File: src/fault_mon_pkg.sv
package fault_mon_pkg;

	// Register byte offsets (32-bit aligned words)
	localparam logic [7:0] CTRL_OFS       = 8'h00;
	localparam logic [7:0] THRESH_OFS     = 8'h04;
	localparam logic [7:0] STATUS_OFS     = 8'h08;
	localparam logic [7:0] TORQUE_OFS     = 8'h0C;
	localparam logic [7:0] ATQ_OFS        = 8'h10;

	// Control register fields
	localparam int CTL_DEGLITCH_BIT = 0;
	localparam int CTL_RETRY_BIT    = 1;
	localparam int CTL_CLEAR_BIT    = 2;
	localparam int CTL_STALL_EN_BIT = 3;
	localparam int CTL_REPORT_BIT   = 4;
	localparam int CTL_SCALE_BIT    = 5;
	localparam int CTL_LEARN_BIT    = 6;
	localparam int CTL_DECAY_LSB    = 8;
	localparam int CTL_WIDTH        = 11;
	localparam logic [10:0] CTL_RESET = 11'h000;

	// Status register fields
	localparam int ST_FAULT_BIT   = 0;
	localparam int ST_OC_BIT      = 1;
	localparam int ST_STALL_BIT   = 2;
	localparam int ST_BLOCKED_BIT = 3;
	localparam int ST_LEARN_BIT   = 4;
	localparam int ST_LS_LSB      = 8;
	localparam int ST_HS_LSB      = 12;

	localparam logic [2:0] DECAY_SMART_RIPPLE = 3'h7;

	localparam int TORQUE_W          = 16;
	localparam int SCALE_LIMIT       = 500;
	localparam int SCALE_SHIFT       = 3;
	localparam int AVG_DEPTH         = 4;
	localparam int LEARN_STEADY_HALF = 64;
	localparam int LEARN_STALL_HALF  = 32;
	localparam logic [15:0] THRESH_RESET = 16'h0000;

	// Timing in nanoseconds, converted at a 25 MHz clock
	localparam int CLK_PERIOD_NS   = 40;
	localparam int DEGLITCH_SHORT_NS = 1000;
	localparam int DEGLITCH_LONG_NS  = 2000;
	localparam int RETRY_NS          = 4000000;
	localparam int DEGLITCH_SHORT_CYC = (DEGLITCH_SHORT_NS + CLK_PERIOD_NS - 1) / CLK_PERIOD_NS;
	localparam int DEGLITCH_LONG_CYC  = (DEGLITCH_LONG_NS + CLK_PERIOD_NS - 1) / CLK_PERIOD_NS;
	localparam int RETRY_CYC          = (RETRY_NS + CLK_PERIOD_NS - 1) / CLK_PERIOD_NS;

endpackage : fault_mon_pkg

File: src/overcurrent_stall_monitor.sv
// Functional notes
// - Persistent current limit faults, disables bridges, alerts
// - Overcurrent latches summary and overcurrent flags
// - Supply short sets lowside, ground short highside
// - Deglitch time selectable by control bit
// - Retry select bit picks latched or retry
// - Latched mode waits for clear or sleep
// - Retry mode re-enables after interval, condition gone
// - Stall detect needs serial, ripple decay, enable, nofault
// - Torque from rising versus falling off-times
// - Torque averages last four half-cycles
// - Below threshold stalls, latched at zero crossing
// - Stall latches stall, blocked and summary flags
// - Stall drives alert only with report enable
// - Stall flags clear only by clear or sleep
// - Scale bit multiplies counts below 500 by 8
// - Threshold written by host or by learning
// - Learn: 32 steady cycles, 16 stall cycles
// - Learned threshold is average of both counts
// - Auto-torque stall picks ceiling or floor
// - Clear or sleep pulse clears latched flags
`timescale 1ns/1ps
`default_nettype none

module overcurrent_stall_monitor
	import fault_mon_pkg::*;
#(
	parameter int RETRY_CYCLES = RETRY_CYC
) (
	input  wire logic        clk_sys_i,
	input  wire logic        sys_rst_i,
	// Avalon-MM slave
	input  wire logic [7:0]  avs_address_i,
	input  wire logic        avs_read_i,
	input  wire logic        avs_write_i,
	input  wire logic [31:0] avs_writedata_i,
	input  wire logic [3:0]  avs_byteenable_i,
	output logic [31:0]      avs_readdata_o,
	output logic             avs_waitrequest_o,
	// Analog and system inputs
	input  wire logic [3:0]  lowside_limit_i,
	input  wire logic [3:0]  highside_limit_i,
	input  wire logic        sleep_low_input_i,
	input  wire logic        serial_mode_i,
	input  wire logic        other_fault_i,
	input  wire logic        autotorque_enable_i,
	input  wire logic        half_cycle_i,
	input  wire logic        rising_quadrant_i,
	input  wire logic [11:0] offtime_i,
	// Outputs
	output logic             fault_alert_low_o,
	output logic             bridge_enable_o,
	output logic             charge_pump_on_o,
	output logic             stall_detected_o,
	output logic [7:0]       coil_current_o
);

	typedef enum logic [2:0] {
		OC_IDLE  = 3'b001,
		OC_FAULT = 3'b010,
		OC_RETRY = 3'b100
	} oc_state_e;

	typedef enum logic [2:0] {
		LRN_IDLE   = 3'b001,
		LRN_STEADY = 3'b010,
		LRN_STALL  = 3'b100
	} learn_state_e;

	// Pin synchronisers
	logic [12:0] sync1_q;
	logic [12:0] sync2_q;
	logic [11:0] off1_q;
	logic [11:0] off2_q;
	logic        half_prev_q;

	always_ff @(posedge clk_sys_i) begin
		if (sys_rst_i) begin
			sync1_q <= '0;
			sync2_q <= '0;
			off1_q  <= '0;
			off2_q  <= '0;
			half_prev_q <= 1'b0;
		end else begin
			sync1_q <= {lowside_limit_i, highside_limit_i, serial_mode_i, other_fault_i,
			            half_cycle_i, sleep_low_input_i, rising_quadrant_i};
			sync2_q <= sync1_q;
			off1_q  <= offtime_i;
			off2_q  <= off1_q;
			half_prev_q <= sync2_q[2];
		end
	end

	logic [3:0] ls_lim;
	logic [3:0] hs_lim;
	logic       serial_s;
	logic       other_s;
	logic       half_s;
	logic       sleep_s;
	logic       rising_s;
	logic       half_edge;
	assign ls_lim   = sync2_q[12:9];
	assign hs_lim   = sync2_q[8:5];
	assign serial_s = sync2_q[4];
	assign other_s  = sync2_q[3];
	assign half_s   = sync2_q[2];
	assign sleep_s  = sync2_q[1];
	assign rising_s = sync2_q[0];
	assign half_edge = half_s ^ half_prev_q;

	// Sleep low-going pulse resets fault state
	logic sleep_rst;
	assign sleep_rst = ~sleep_s;

	// Registers
	logic [CTL_WIDTH-1:0] ctl_q;
	logic [15:0]          thresh_q;
	logic [15:0]          atq_q;
	logic                 clear_cmd;
	logic                 wr_ctl;
	logic                 wr_thr;
	logic                 wr_atq;
	logic                 learn_done_pulse;

	assign wr_ctl = avs_write_i & ~avs_waitrequest_o & (avs_address_i == CTRL_OFS);
	assign wr_thr = avs_write_i & ~avs_waitrequest_o & (avs_address_i == THRESH_OFS);
	assign wr_atq = avs_write_i & ~avs_waitrequest_o & (avs_address_i == ATQ_OFS);
	assign clear_cmd = (wr_ctl & avs_byteenable_i[0] & avs_writedata_i[CTL_CLEAR_BIT])
	                   | sleep_rst;

	always_ff @(posedge clk_sys_i) begin
		if (sys_rst_i) begin
			ctl_q <= CTL_RESET;
		end else if (wr_ctl) begin
			if (avs_byteenable_i[0])
				ctl_q[7:0] <= {1'b0, avs_writedata_i[6:3], 1'b0, avs_writedata_i[1:0]};
			if (avs_byteenable_i[1])
				ctl_q[10:8] <= avs_writedata_i[10:8];
		end else if (learn_done_pulse) begin
			ctl_q[CTL_LEARN_BIT] <= 1'b0;
		end
	end

	// Overcurrent deglitch and retry
	oc_state_e   oc_q;
	logic [26:0] oc_cnt_q;
	logic        oc_cond;
	logic [26:0] deglitch_cyc;
	assign oc_cond = |{ls_lim, hs_lim};
	assign deglitch_cyc = ctl_q[CTL_DEGLITCH_BIT] ? 27'(DEGLITCH_LONG_CYC)
	                                              : 27'(DEGLITCH_SHORT_CYC);

	logic oc_flag_q;
	logic [3:0] ls_flag_q;
	logic [3:0] hs_flag_q;
	logic oc_detect;
	assign oc_detect = (oc_q == OC_IDLE) && oc_cond && (oc_cnt_q >= deglitch_cyc - 27'd1);

	always_ff @(posedge clk_sys_i) begin
		if (sys_rst_i) begin
			oc_q     <= OC_IDLE;
			oc_cnt_q <= '0;
		end else begin
			case (oc_q)
				OC_IDLE: begin
					if (!oc_cond)
						oc_cnt_q <= '0;
					else if (oc_detect) begin
						oc_q     <= OC_FAULT;
						oc_cnt_q <= '0;
					end else
						oc_cnt_q <= oc_cnt_q + 27'd1;
				end
				OC_FAULT: begin
					if (ctl_q[CTL_RETRY_BIT]) begin
						oc_q     <= OC_RETRY;
						oc_cnt_q <= '0;
					end else if (!oc_cond && clear_cmd)
						oc_q <= OC_IDLE;
				end
				OC_RETRY: begin
					if (!ctl_q[CTL_RETRY_BIT])
						oc_q <= OC_FAULT;
					else if (oc_cond)
						oc_cnt_q <= '0;
					else if (oc_cnt_q >= 27'(RETRY_CYCLES) - 27'd1)
						oc_q <= OC_IDLE;
					else
						oc_cnt_q <= oc_cnt_q + 27'd1;
				end
				default: oc_q <= OC_IDLE;
			endcase
		end
	end

	always_ff @(posedge clk_sys_i) begin
		if (sys_rst_i) begin
			oc_flag_q <= 1'b0;
			ls_flag_q <= '0;
			hs_flag_q <= '0;
		end else if (oc_detect) begin
			oc_flag_q <= 1'b1;
			ls_flag_q <= ls_flag_q | ls_lim;
			hs_flag_q <= hs_flag_q | hs_lim;
		end else if (clear_cmd) begin
			oc_flag_q <= 1'b0;
			ls_flag_q <= '0;
			hs_flag_q <= '0;
		end
	end

	// Torque metric
	logic        stall_en;
	logic [11:0] rise_off_q;
	logic [11:0] fall_off_q;
	logic [13:0] hist_q [AVG_DEPTH];
	logic [15:0] raw_sum;
	logic [15:0] raw_avg;
	logic [15:0] torque_q;
	logic [15:0] scaled;

	assign stall_en = serial_s && (ctl_q[10:8] == DECAY_SMART_RIPPLE)
	                  && ctl_q[CTL_STALL_EN_BIT] && (oc_q == OC_IDLE) && !other_s;

	always_ff @(posedge clk_sys_i) begin
		if (sys_rst_i) begin
			rise_off_q <= '0;
			fall_off_q <= '0;
		end else if (half_edge) begin
			rise_off_q <= '0;
			fall_off_q <= '0;
		end else if (rising_s) begin
			rise_off_q <= off2_q;
		end else begin
			fall_off_q <= off2_q;
		end
	end

	always_comb begin
		raw_sum = '0;
		for (int i = 0; i < AVG_DEPTH; i++)
			raw_sum = raw_sum + 16'(hist_q[i]);
		raw_avg = raw_sum >> 2;
	end

	logic [13:0] half_diff;
	assign half_diff = (fall_off_q > rise_off_q) ? 14'(fall_off_q - rise_off_q) : 14'd0;

	always_ff @(posedge clk_sys_i) begin
		if (sys_rst_i) begin
			for (int i = 0; i < AVG_DEPTH; i++)
				hist_q[i] <= '0;
		end else if (half_edge) begin
			hist_q[0] <= half_diff;
			for (int i = 1; i < AVG_DEPTH; i++)
				hist_q[i] <= hist_q[i-1];
		end
	end

	assign scaled = (ctl_q[CTL_SCALE_BIT] && raw_avg < 16'(SCALE_LIMIT))
	                ? 16'(raw_avg << SCALE_SHIFT) : raw_avg;

	always_ff @(posedge clk_sys_i) begin
		if (sys_rst_i)
			torque_q <= '0;
		else if (half_edge)
			torque_q <= scaled;
	end

	// Stall latch at zero crossing (half-cycle boundary)
	logic stall_q;
	logic stall_hit;
	assign stall_hit = stall_en && half_edge && (scaled < thresh_q);

	always_ff @(posedge clk_sys_i) begin
		if (sys_rst_i)
			stall_q <= 1'b0;
		else if (stall_hit)
			stall_q <= 1'b1;
		else if (clear_cmd)
			stall_q <= 1'b0;
	end

	// Threshold learning
	learn_state_e lrn_q;
	logic [6:0]   lrn_cnt_q;
	logic [21:0]  steady_acc_q;
	logic [21:0]  stall_acc_q;
	logic         learn_ok_q;
	logic [15:0]  learned;
	// The last stall sample is still in flight at the done edge, so it is added here
	assign learned = 16'((steady_acc_q / LEARN_STEADY_HALF
	                 + (stall_acc_q + 22'(scaled)) / LEARN_STALL_HALF) >> 1);
	assign learn_done_pulse = (lrn_q == LRN_STALL) && half_edge
	                          && (lrn_cnt_q == 7'(LEARN_STALL_HALF - 1));

	always_ff @(posedge clk_sys_i) begin
		if (sys_rst_i) begin
			lrn_q        <= LRN_IDLE;
			lrn_cnt_q    <= '0;
			steady_acc_q <= '0;
			stall_acc_q  <= '0;
		end else begin
			case (lrn_q)
				LRN_IDLE: begin
					if (ctl_q[CTL_LEARN_BIT]) begin
						lrn_q        <= LRN_STEADY;
						lrn_cnt_q    <= '0;
						steady_acc_q <= '0;
						stall_acc_q  <= '0;
					end
				end
				LRN_STEADY: begin
					if (half_edge) begin
						steady_acc_q <= steady_acc_q + 22'(scaled);
						if (lrn_cnt_q == 7'(LEARN_STEADY_HALF - 1)) begin
							lrn_q     <= LRN_STALL;
							lrn_cnt_q <= '0;
						end else
							lrn_cnt_q <= lrn_cnt_q + 7'd1;
					end
				end
				LRN_STALL: begin
					if (half_edge) begin
						stall_acc_q <= stall_acc_q + 22'(scaled);
						lrn_cnt_q   <= lrn_cnt_q + 7'd1;
						if (learn_done_pulse)
							lrn_q <= LRN_IDLE;
					end
				end
				default: lrn_q <= LRN_IDLE;
			endcase
		end
	end

	// Learning succeeds only when a stalled motor reads clearly lower
	always_ff @(posedge clk_sys_i) begin
		if (sys_rst_i)
			learn_ok_q <= 1'b0;
		else if (learn_done_pulse && (steady_acc_q / LEARN_STEADY_HALF
		         > 22'(stall_acc_q + 22'(scaled)) / LEARN_STALL_HALF))
			learn_ok_q <= 1'b1;
		else if (clear_cmd || (lrn_q == LRN_IDLE && ctl_q[CTL_LEARN_BIT]))
			learn_ok_q <= 1'b0;
	end

	always_ff @(posedge clk_sys_i) begin
		if (sys_rst_i) begin
			thresh_q <= THRESH_RESET;
			atq_q    <= '0;
		end else begin
			if (wr_thr)
				thresh_q <= avs_writedata_i[15:0];
			else if (learn_done_pulse)
				thresh_q <= learned;
			if (wr_atq)
				atq_q <= avs_writedata_i[15:0];
		end
	end

	// Outputs
	logic fault_sum;
	assign fault_sum = oc_flag_q || stall_q;

	always_ff @(posedge clk_sys_i) begin
		if (sys_rst_i) begin
			fault_alert_low_o <= 1'b1;
			bridge_enable_o   <= 1'b0;
			charge_pump_on_o  <= 1'b0;
			stall_detected_o  <= 1'b0;
			coil_current_o    <= '0;
		end else begin
			fault_alert_low_o <= !((oc_q != OC_IDLE)
			                     || (stall_q && ctl_q[CTL_REPORT_BIT]));
			bridge_enable_o   <= (oc_q == OC_IDLE);
			charge_pump_on_o  <= 1'b1;
			stall_detected_o  <= stall_q;
			if (autotorque_enable_i && stall_q)
				coil_current_o <= ctl_q[CTL_STALL_EN_BIT] ? atq_q[15:8] : atq_q[7:0];
			else
				coil_current_o <= atq_q[7:0];
		end
	end

	// Avalon slave: one wait cycle per access
	always_ff @(posedge clk_sys_i) begin
		if (sys_rst_i) begin
			avs_waitrequest_o <= 1'b1;
			avs_readdata_o    <= '0;
		end else begin
			avs_waitrequest_o <= !((avs_read_i || avs_write_i) && avs_waitrequest_o);
			if (avs_read_i && avs_waitrequest_o) begin
				if (avs_address_i == CTRL_OFS)
					avs_readdata_o <= 32'(ctl_q);
				else if (avs_address_i == THRESH_OFS)
					avs_readdata_o <= {16'h0000, thresh_q};
				else if (avs_address_i == STATUS_OFS)
					avs_readdata_o <= {16'h0000, hs_flag_q, ls_flag_q, 3'h0, learn_ok_q,
					                   stall_q, stall_q, oc_flag_q, fault_sum};
				else if (avs_address_i == TORQUE_OFS)
					avs_readdata_o <= {16'h0000, torque_q};
				else if (avs_address_i == ATQ_OFS)
					avs_readdata_o <= {16'h0000, atq_q};
				else
					avs_readdata_o <= 32'h0000_0000;
			end
		end
	end

endmodule : overcurrent_stall_monitor

`default_nettype wire

File: config.mk
export PLATFORM = sky130hd
export DESIGN_NAME = overcurrent_stall_monitor
export DESIGN_NICKNAME = d
export VERILOG_FILES = /design/src/fault_mon_pkg.sv /design/src/overcurrent_stall_monitor.sv
export SDC_FILE = /design/constraint.sdc
export NUM_CORES = 1
export LEC_CHECK = 0
export BUFFER_PORTS_ARGS = -buffer_cell sky130_fd_sc_hd__buf_2
export CAP_MARGIN = 20
export CORE_MARGIN = 2
export CORE_UTILIZATION = 40
export DETAILED_ROUTE_END_ITERATION = 6
export GPL_TIMING_DRIVEN = 1
export SYNTH_ARGS = -nofsm -noshare
export SYNTH_HDL_FRONTEND = slang
export SYNTH_SLANG_ARGS = --single-unit
File: constraint.sdc
create_clock -name clk_sys_i -period 6.55 [get_ports clk_sys_i]
set_input_delay 0 -clock clk_sys_i [delete_from_list [all_inputs] [get_ports clk_sys_i]]
set_output_delay 0 -clock clk_sys_i [all_outputs]
set_load 0.01 [all_outputs]
# Word-level counts from Yosys, hierarchy flattened
# Memories as Yosys holds them, arrays and structs flattened.
# Cells that the tools add are included.
# Widths: inputs -> output; s select.
[op_classes] reduce_logical=47 n_addsub=11 n_eq_ne=28 bitwise_logic=16 muxes=64 n_lt_le_gt_ge=6
[op_table] operator="$mux 27" count=6
[op_table] operator="$mux 16" count=8
[op_table] operator="$pmux 22 s2" count=2
[op_table] operator="$pmux 27 s3" count=1
[op_table] operator="$mux 14" count=5
[op_table] operator="$add 22x16->22" count=3
[op_table] operator="$mux 22" count=3
[op_table] operator="$mux 3" count=12
[op_table] operator="$mux 7" count=5
[op_table] operator="$add 27x1->27 const B" count=1
[op_table] operator="$ge 27x17->1 const B" count=1
[op_table] operator="$ge 27x27->1" count=1
[op_table] operator="$pmux 7 s3" count=1
[op_table] operator="$ne 2x2->1 const B" count=10
[op_table] operator="$logic_and 1x1->1" count=18
[op_table] operator="$pmux 3 s3" count=2
[op_table] operator="$add 16x17->17" count=1
[op_table] operator="$gt 16x17->1" count=1
[op_table] operator="$add 15x14->16" count=1
[op_table] operator="$add 16x14->16" count=1
[op_table] operator="$eq 8x4->1 const B" count=2
[op_table] operator="$lt 16x16->1" count=1
[op_table] operator="$mux 8" count=2
[op_table] operator="$add 14x14->15" count=1
[op_table] operator="33 further kinds" count=83
[totals] ff_bits=272 wordCells=204 out_inout_bits=45 ramBits=56 n_memories=1
[memory_table] memory="hist_q" depth=4 width=14 read_ports=4 rd_ports_with_merged_regs=0 write_ports=4 line_no="overcurrent_stall_monitor.sv:216" rtl="logic [13:0] hist_q [AVG_DEPTH];"

# Logic depth before layout (Yosys ltp)
# Gate-level depths: netlist of the first run.
# An unclocked memory read counts as a cell.
[depth] word_depth=11 depth_mapped=32

# Worst setup path before layout of the first run
# OpenSTA, ideal clock, no wires.
[synth_path] kind="register to register" start="memory hist_q[1][6], in the netlist hist_q[0][20]" end="register thresh_q[11]" arrival_ns=7.126 path_buffers=2 path_stages_with_launch=32 setup_time_ns=0.132 setup_slack_ns=-0.707 required_time_ns=6.418 cell_sequence="edfxtp_1 inv_1 fa_1 fa_1 inv_1 ha_1 buf_6 and3_1 o311a_1 a211oi_2 or2b_2 o311a_2 nand4_4 and2_4 buf_6 nor2_1 ha_1 a21oi_1 nor2_1 or3_1 a21o_1 a21oi_1 xnor2_1 ha_1 nor2b_1 o31a_1 o32ai_1 o21bai_1 a211oi_1 mux2_2 a211oi_1 nor3_1"
[synth_lines] item="start: declaration" line_no="overcurrent_stall_monitor.sv:216"
[synth_lines] item="end signal: assignment" line_no="overcurrent_stall_monitor.sv:353" rtl="thresh_q <= avs_writedata_i[15:0];"
[synth_lines] item="end signal: assignment" line_no="overcurrent_stall_monitor.sv:355" rtl="thresh_q <= learned;"
[synth_lines] item="end: declaration" line_no="overcurrent_stall_monitor.sv:117" rtl="logic [15:0] thresh_q;"

==> results.toml, run 1 <==
[route]
via_per_inst = 5.26
num_vias = 15500
routed.top_layer = "met4"
wirelength_um = 48800
wl_met3_um = 2260
wl_met2_um = 23200
dr.pass1.iters = 5
drc_errors = 0
drtIter0Drc = 930
drtAntennaViolNets = 0
drt-wirelength-per-cell_um = 16.5
wl_met1_um = 21800

[layout]
drive_gt1_share_pct = 21.5
area_delta_synth_final_pct = 27.8
final_util_pct = 52.0
register_area_um2 = 6690
antenna_cells = 0
nNetsFinal = 2556
fillers = 3956
multi_input_area_um2 = 10600

[timing]
slew_viol_final = 0
period_minus_slack_ns = 6.94
finalCritPeriodShare_pct = 106
worstMarginPinSlew_ns = 0.995
rsz0062_at_grt = "true"
clock_skew_ns = 0.0181
setup_viol = 11
relSlewSlack_pct = 33.6
fin_ws_ns = -0.388
fmax_mhz = 144
finalHoldViolCount = 0

[worst_setup_path]
worstReg2RegEnd = "thresh_q[15]"
worstSetupStartpoint = "hist_q[0][1]"
cpMostUsedCell = "a211oi_2"
critPathLaunchType = "flop"
cp.required_ns = 7.03
critPathMaxStageDelay_ns = 0.55
cp.arrival_ns = 7.41
regToRegSetupSlack_ns = -0.39
crit_slowest_cell = "fa_1"
critPathCaptureType = "flop"
worstPathMaxFanout = 4
endpoint = "thresh_q[15]"
r2r-start = "hist_q[0][1]"
reg2reg_depth = 34
critPathKind = "flop to flop"

[placed_design]
gp_congestion = 0.901
dp_hpwl_um = 35600
port_buffers = 84

[yosys]
synth_flop_cell = "dfxtp_1"
syn_inst = 2026
yosysWarnings = 0
yosysTopAreaCell = "dfxtp_1"
yosys-top-cells-area = "dfxtp_1, edfxtp_1, ha_1"
synth.most_common_cell = "nor2_1"
async_flop_share_pct = 0
synth-edff-count = 52
syn_area_um2 = 17600
ys_types = 97
ys_seq_area_share_pct = 38.0
synth_top_area_share_pct = 29.1
ys_ff_latch = 308
yosys-top-cells-count = "nor2_1, dfxtp_1, inv_1, nand2_1, a21oi_1"
syn_area_per_cell_um2 = 8.68

[floorplanning]
die-area_um2 = 45700
die_h_um = 214
core_area_um2 = 43300
chipWidth_um = 214
start_util_pct = 40.6
std_cell_rows = 76
num_io_pins = 119

[clocking]
htree_levels = 2
path_clk_slew_ns = 0.06
clock_sinks = 308
cts_tree = "done"
clockBufferDepth = 3
ctsRootBufferMaster = "clkbuf_16"
numCtsBuffers = 37
insertion_delay_ns = 0.56

[hold_path]
hold_class = "primary input to flop"
hp-start = "avs_address_i[4]"

[power_and_ir_drop]
leakagePower_nw = 9.28
peakVddDrop_v = 0.000204
design_power_total_mw = 6.69
power_density_nw_per_um2 = 297

[global_route]
grt_use_total_pct = 21.2
grt.overflow.total = 0
antenna_found_initial = 0
grt_max_degree = 77
grt_pass1_vias = 15000
grt_pass1_wl_um = 77300

[run]
cap_violations = 0

[run_status]
status = "finished with violations"
violations = "setup timing"
==> worst max-delay path: cells and delay by family, from the launching register on <==
family | cells | cell delay, ns
compound gates | 13 | 2.35
xor+xnor | 3 | 0.43
fa+ha+maj | 6 | 2.21
buf+inv | 4 | 0.45
flops | 1 | 0.32
simple gates | 8 | 1.08
==> logic make-up after synthesis <==
kind of cell             Yosys count  synth area share, %
other                              1               0.0213
flip-flops                       308                 38.0
multiplexers                      52                 3.04
AND/OR/NAND/NOR                  720                 19.7
buffers and inverters            270                 6.25
adder cells (fa/ha/maj)          142                 11.4
XOR/XNOR                          61                 3.12
AO/OA/AOI/OAI                    472                 18.4
==> layout by cell type (no fill, tap or decap), drive strengths merged, types with 8 or more instances in the layout <==
cell and instances:
nand4 14, nand3 59, a31oi 12, nor2b 73
o21a 28, and3 16, a22oi 34, a32oi 11
nor4 15, xor2 21, dfxtp 256, edfxtp 52
nor3 61, a21o 23, ha 111, o21ai 78
a311oi 17, o211ai 18, dlygate4sd3 46, inv 172
nor2 262, a211oi 37, nand2 142, o31ai 8
buf 307, mux2i 44, conb 22, or3 19
o21bai 9, clkbuf 53, and2 19, fa 31
clkinv 10, xnor2 39, nand2b 9, a21oi 125
mux2 8
==> repair_timing <==
item	in CTS	in global routing
buffers inserted	24	3
endpoints found under the setup margin	13	20
endpoints found under the hold margin	113	0
hold buffers	46	0
resized for setup	64	18
pin swaps	39	8
==> area by class of cell <==
cell class	instances	share of cell area, %
Clock buffer	53	5.02
Multi-Input combinational cell	1469	47.0
Tap cell	585	3.26
Timing Repair Buffer	353	11.6
Inverter	171	2.86
Sequential cell	308	29.7
Clock inverter	13	0.529
==> report_power, final <==
part           leakage, nW  internal (mW)  total [mW]  switching [mW]
sequential            2.63           1.99        2.02          0.0310
clock                0.622           1.25        2.10           0.852
combinational         6.03           1.23        2.57            1.34
total                 9.28           4.46        6.69            2.22
==> layer usage <==
| metal | global-route usage [%] | vias up |
|---|---|---|
| li1 | - | 7747 |
| met1 | 27.6 | 7352 |
| met2 | 35.8 | 326 |
| met3 | 3.21 | 98 |
| met4 | 7.57 | 0 |
| met5 | 0 | - |
==> worst min-delay path by stage <==
stage                                     to  cells past startpoint
after floorplan             stall_detected_o                      1
after global placement     avs_waitrequest_o                      2
after detailed placement           off1_q[2]                      2
after CTS                 avs_readdata_o[10]                      4
after global routing      avs_readdata_o[10]                      4
final                     avs_readdata_o[10]                      4
==> registers in the layout (all words and copies together), names as in the netlist, 16 cells and up <==
register / count
thresh_q: 16
stall_acc_q: 22
torque_q: 16
atq_q: 16
avs_readdata_o: 16
oc_cnt_q: 27
hist_q: 52
steady_acc_q: 22
==> metrics by stage <==
stage | TNS [ns] | worst slack, ns | hold WS [ns] | area, um^2 | std cells
after detailed placement | -4.16 | -0.543 | 0.212 | 20100 | 2811
after CTS | -2.36 | -0.352 | 0.0564 | 22300 | 2947
after floorplan | -0.305 | -0.229 | 0.0791 | 18000 | 2047
after global routing | -7.80 | -0.796 | 0.112 | 22500 | 2952
final | -2.66 | -0.388 | 0.0778 | 22500 | 2952
after global placement | -2.71 | -0.377 | 0.212 | 20100 | 2810
Note: power is estimated with default switching activity, not from simulation.
==> run 2: changes to the inputs <==
- CORE_ASPECT_RATIO: not set -> 0.7
==> run 2 against run 1 <==
The run still ends with setup timing left. Combinational power grew 11%. Non-clock buffer count grew 10. Maximum frequency shrank 3.8%. Die area is essentially flat. Count of clock-buffer cells in the layout shrank 13. Clock skew shrank 0.0028 ns. Final area grew 0.95%. Sequential cell count is the same. Final cell count grew 0.44%. Highest routed layer unchanged.
==> results.toml, run 2 (synthesis gave the netlist of run 1 again) <==
[worst_setup_path]
critPathMaxStageDelay_ns = 0.55
critPathLaunchType = "flop"
worstPathMaxFanout = 5
cp.arrival_ns = 7.74
critPathKind = "flop to flop"
cp.required_ns = 7.08
crit_slowest_cell = "fa_1"
regToRegSetupSlack_ns = -0.66
critPathCaptureType = "flop"
cpMostUsedCell = "ha_4"
reg2reg_depth = 30

[clocking]
insertion_delay_ns = 0.60
clockBufferDepth = 3
numCtsBuffers = 31
clock_sinks = 308
path_clk_slew_ns = 0.07
htree_levels = 1
cts_tree = "done"
ctsRootBufferMaster = "clkbuf_16"

[layout]
layout.cells.non_filler = 2965
register_area_um2 = 6690
reg_top3 = "hist_q: 52 flops, oc_cnt_q: 27 flops"
fillers = 4010
area_delta_synth_final_pct = 29.0
multi_input_area_um2 = 10800
regMostFlops = "hist_q"
layout_common_cells = "dfxtp_1, nor2_1, buf_4, inv_1, nand2_1"
nNetsFinal = 2560
final_common_cell = "dfxtp_1"
largest_register_ffs = 52
drive_gt1_share_pct = 22.6

[placed_design]
place_ws_ns = -0.508
dp_hpwl_um = 37600
port_buffers = 84
place_inst = 2809
gp_congestion = 0.923

[floorplanning]
core_area_um2 = 43600
num_io_pins = 119
die-area_um2 = 45700
die_h_um = 179
chipWidth_um = 255
start_util_pct = 40.4
std_cell_rows = 64

[global_route]
grt_use_total_pct = 22.2
grt_pass1_wl_um = 81100
grt.overflow.total = 0
grt_pass1_vias = 15000
grt_max_degree = 77
antenna_found_initial = 4

[timing]
finalHoldViolCount = 0
fmax_mhz = 139
period_minus_slack_ns = 7.21
rsz0062_at_grt = "true"
relSlewSlack_pct = 26.2
setup_viol = 14
finalCritPeriodShare_pct = 110
fin_ws_ns = -0.662
worstMarginPinSlew_ns = 1.11
slew_viol_final = 0
clock_skew_ns = 0.0153

[power_and_ir_drop]
leakagePower_nw = 9.29
peakVddDrop_v = 0.000226
power_density_nw_per_um2 = 300
design_power_total_mw = 6.82

[route]
drt-wirelength-per-cell_um = 17.5
via_per_inst = 5.40
wirelength_um = 51800
drtAntennaViolNets = 0
drtIter0Drc = 1331
drc_errors = 0
num_vias = 16000
dr.pass1.iters = 5

[run_status]
violations = "setup timing"
status = "finished with violations"

[run]
cap_violations = 0

[hold_path]
hold_depth = 3
hold_class = "primary input to flop"
-- run 2: cell types whose count changed in the layout (fill, tap and decap cells not counted), sizes merged, moves of 2 or more --
cell    previous run  this run
diode              0         2
clkbuf            53        41
buf              307       315
bufinv             1         4
-- run 2: routing by layer --
layer  vias up  GRT usage (%)  routed length, um
li1       7739              -                  -
met1      7631           33.5              24900
met2       549           31.9              21500
met3        93           4.60               4230
met4         0           5.57               1110
met5         -              0                  0
-- run 2: worst paths after layout --
kind	from	to
max	hist_q[0][30]	thresh_q[15]
min	offtime_i[6]	off1_q[6]
max reg2reg	hist_q[0][30]	thresh_q[15]
min reg2reg	off1_q[3]	off2_q[3]
-- run 2: repair_timing --
action | 4_1_cts | 5_1_grt
pin swaps | 32 | 68
hold buffers | 47 | 0
endpoints found under the hold margin | 96 | 0
setup endpoints to repair | 13 | 23
buffers inserted | 36 | 20
gates resized for setup | 50 | 82
-- run 2: area by class of cell --
| class | instances | share of cell area (%) |
|---|---|---|
| repair buffers | 363 | 11.8 |
| inverters | 171 | 2.83 |
| multi-input cells | 1469 | 47.7 |
| clock buffers | 40 | 3.88 |
| well taps | 594 | 3.28 |
| diodes | 2 | 0.0221 |
| clock inverters | 18 | 1.01 |
| flip-flops and latches | 308 | 29.5 |
-- run 2: where the power goes --
| part | internal (mW) | switching [mW] |
|---|---|---|
| combinational | 1.35 | 1.51 |
| sequential | 1.98 | 0.0309 |
| clock | 1.12 | 0.822 |
| total | 4.45 | 2.37 |
-- run 2: per-stage QoR --
stage               hold WS (ns)  setup TNS (ns)  cell area, um^2  utilization, %
floorplan                 0.0791          -0.305            18000               -
global placement           0.209           -4.09            20000            46.0
detailed placement         0.216           -4.14            20100            46.0
CTS                        0.125           -2.90            22200            50.9
global route               0.140           -9.21            22700            52.1
finish                     0.148           -5.23            22700            52.1
-- run 2: critical path: cells and delay by family (launching register included) --
| kind | cells | cell delay (ns) |
|---|---|---|
| AOI/OAI and AO/OA | 10 | 1.99 |
| xor gates and xnor gates | 2 | 0.40 |
| and+or+nand+nor | 7 | 1.70 |
| DFF | 1 | 0.39 |
| muxes | 1 | 0.36 |
| adders and majority gates | 5 | 1.71 |
| buffers and inverters | 5 | 0.57 |
==> run 3: changes to the inputs <==
- clock period: 6.55 -> 7 ns (I/O delays scaled with it)
==> run 3 against run 2 <==
The run still ends with setup timing left. Utilization fell by 0.95 points. Routed wire length shrank 3.7%. Total power is 9.4% lower. Worst hold slack got worse by 0.095 ns. Non-clock buffer count fell by 18. Sequential cell count unchanged. Sequential share of layout area up 0.55 points. Via count decreased by 2.5%. Final cell count is 0.64% lower. Critical path depth stayed put. Maximum frequency rose by 0.18%. Combinational power shrank 11%. Critical path type unchanged.
==> results.toml, run 3 (synthesis gave the netlist of run 1 again) <==
[worst_setup_path]
critPathKind = "flop to flop"
worst-path-buf-inv = 3
critPathCaptureType = "flop"
cp.depth = 30
worstPathMaxFanout = 4
crit_slowest_cell = "fa_1"
critPathMaxStageDelay_ns = 0.60
reg2reg_depth = 30
cp.required_ns = 7.44
cp_top_family = "compound AO/OA/AOI/OAI gates"
cp.arrival_ns = 7.64
critPathLaunchType = "flop"

[route]
num_vias = 15600
drc_errors = 0
via_per_inst = 5.30
drtAntennaViolNets = 0
wirelength_um = 49800
drtIter0Drc = 1209
drt-wirelength-per-cell_um = 16.9
dr.pass1.iters = 6

[floorplanning]
start_util_pct = 40.4
die_h_um = 179
core_area_um2 = 43600
std_cell_rows = 64
num_io_pins = 119
die-area_um2 = 45700
chipWidth_um = 255

[power_and_ir_drop]
peakVddDrop_v = 0.000189
design_power_total_mw = 6.18
leakagePower_nw = 9.09
power_density_nw_per_um2 = 277

[run]
cap_violations = 0

[timing]
rsz0062_at_grt = "true"
fmax_mhz = 139
setup_viol = 8
clock_skew_ns = 0.0419
finalHoldViolCount = 0
relSlewSlack_pct = 32.8
worstMarginPinSlew_ns = 1.01
slew_viol_final = 0
period_minus_slack_ns = 7.20
finalCritPeriodShare_pct = 103
fin_ws_ns = -0.199

[layout]
nNetsFinal = 2545
antenna_cells = 0
area_delta_synth_final_pct = 26.7
largest_register_ffs = 52
regMostFlops = "hist_q"
final_common_cell = "nor2_1"
layout_common_cells = "nor2_1, dfxtp_1, buf_4, inv_1, nand2_1"
layout.cells.non_filler = 2946
drive_gt1_share_pct = 20.5
fillers = 4103
fin_area_um2 = 22300
reg_top3 = "hist_q: 52 flops, oc_cnt_q: 27 flops"
multi_input_area_um2 = 10600
register_area_um2 = 6690

[placed_design]
place_inst = 2784
dp_hpwl_um = 35400
gp_congestion = 0.917
port_buffers = 84
dpl_cell_area_um2 = 19600
place_ws_ns = -0.516

[global_route]
grt_pass1_wl_um = 76600
grt_use_total_pct = 20.7
grt_pass1_vias = 14200
grt_max_degree = 78
antenna_found_initial = 0
grt.overflow.total = 0

[run_status]
violations = "setup timing"
status = "finished with violations"

[clocking]
cts_tree = "done"
htree_levels = 2
clock_sinks = 308
insertion_delay_ns = 0.53
ctsRootBufferMaster = "clkbuf_16"
numCtsBuffers = 34
clockBufferDepth = 3
path_clk_slew_ns = 0.06

[hold_path]
hold_depth = 4
hold_class = "primary input to flop"
==> run 3: worst paths after layout <==
kind | slack [ns] | start | to
worst min register to register | 0.44 | sync1_q[0] | sync2_q[0]
worst max register to register | -0.20 | hist_q[0][16] | thresh_q[15]
worst min-delay path | 0.05 | avs_address_i[4] | avs_readdata_o[1]
worst max-delay path | -0.20 | hist_q[0][16] | thresh_q[15]
==> run 3: timing repair <==
item                       4_1_cts  5_1_grt
setup buffers                   29       17
gates cloned                     0        0
hold buffers                    56        0
setup endpoints to repair       10       13
gates resized for setup         61       72
pin swaps                       46       48
hold endpoints to repair        87        0
==> run 3: routing by layer <==
metal / vias to the layer above / global-route usage [%] / wire length, um
met5: - / 0 / 0
met4: 0 / 4.33 / 824
met3: 63 / 3.24 / 3080
met2: 480 / 30.6 / 21100
met1: 7380 / 31.6 / 24800
li1: 7682 / - / -
==> run 3: through the flow <==
step	setup TNS [ns]	util (%)	hold WS, ns
after floorplan	-0.0519	-	0.0791
after global placement	-1.15	45.0	0.213
after detailed placement	-2.98	45.0	0.212
after CTS	-0.0220	49.9	0.0320
after global routing	-4.24	51.1	0.0663
final	-0.866	51.1	0.0538
==> run 3: worst register-to-register path, delay by kind of cell, from the launching register on <==
kind / cells / cell delay (ns)
adders and majority gates: 5 / 1.86
muxes: 1 / 0.30
AOI/OAI and AO/OA: 11 / 2.42
buffers and inverters: 3 / 0.30
xor gates and xnor gates: 3 / 0.62
and+or+nand+nor: 7 / 1.24
DFF: 1 / 0.38
==> run 3: power breakdown <==
group          leakage (nW)  switching (mW)  internal, mW
registers              2.63          0.0303          1.86
logic                  5.93            1.35          1.20
clock network         0.529           0.743          1.00
==> run 3: cell type report <==
class                           instances  area share [%]
Clock buffer                           47            4.31
Clock inverter                         12           0.444
Inverter                              171            2.88
Multi-Input combinational cell       1469            47.7
Sequential cell                       308            30.0
Tap cell                              594            3.34
Timing Repair Buffer                  345            11.4
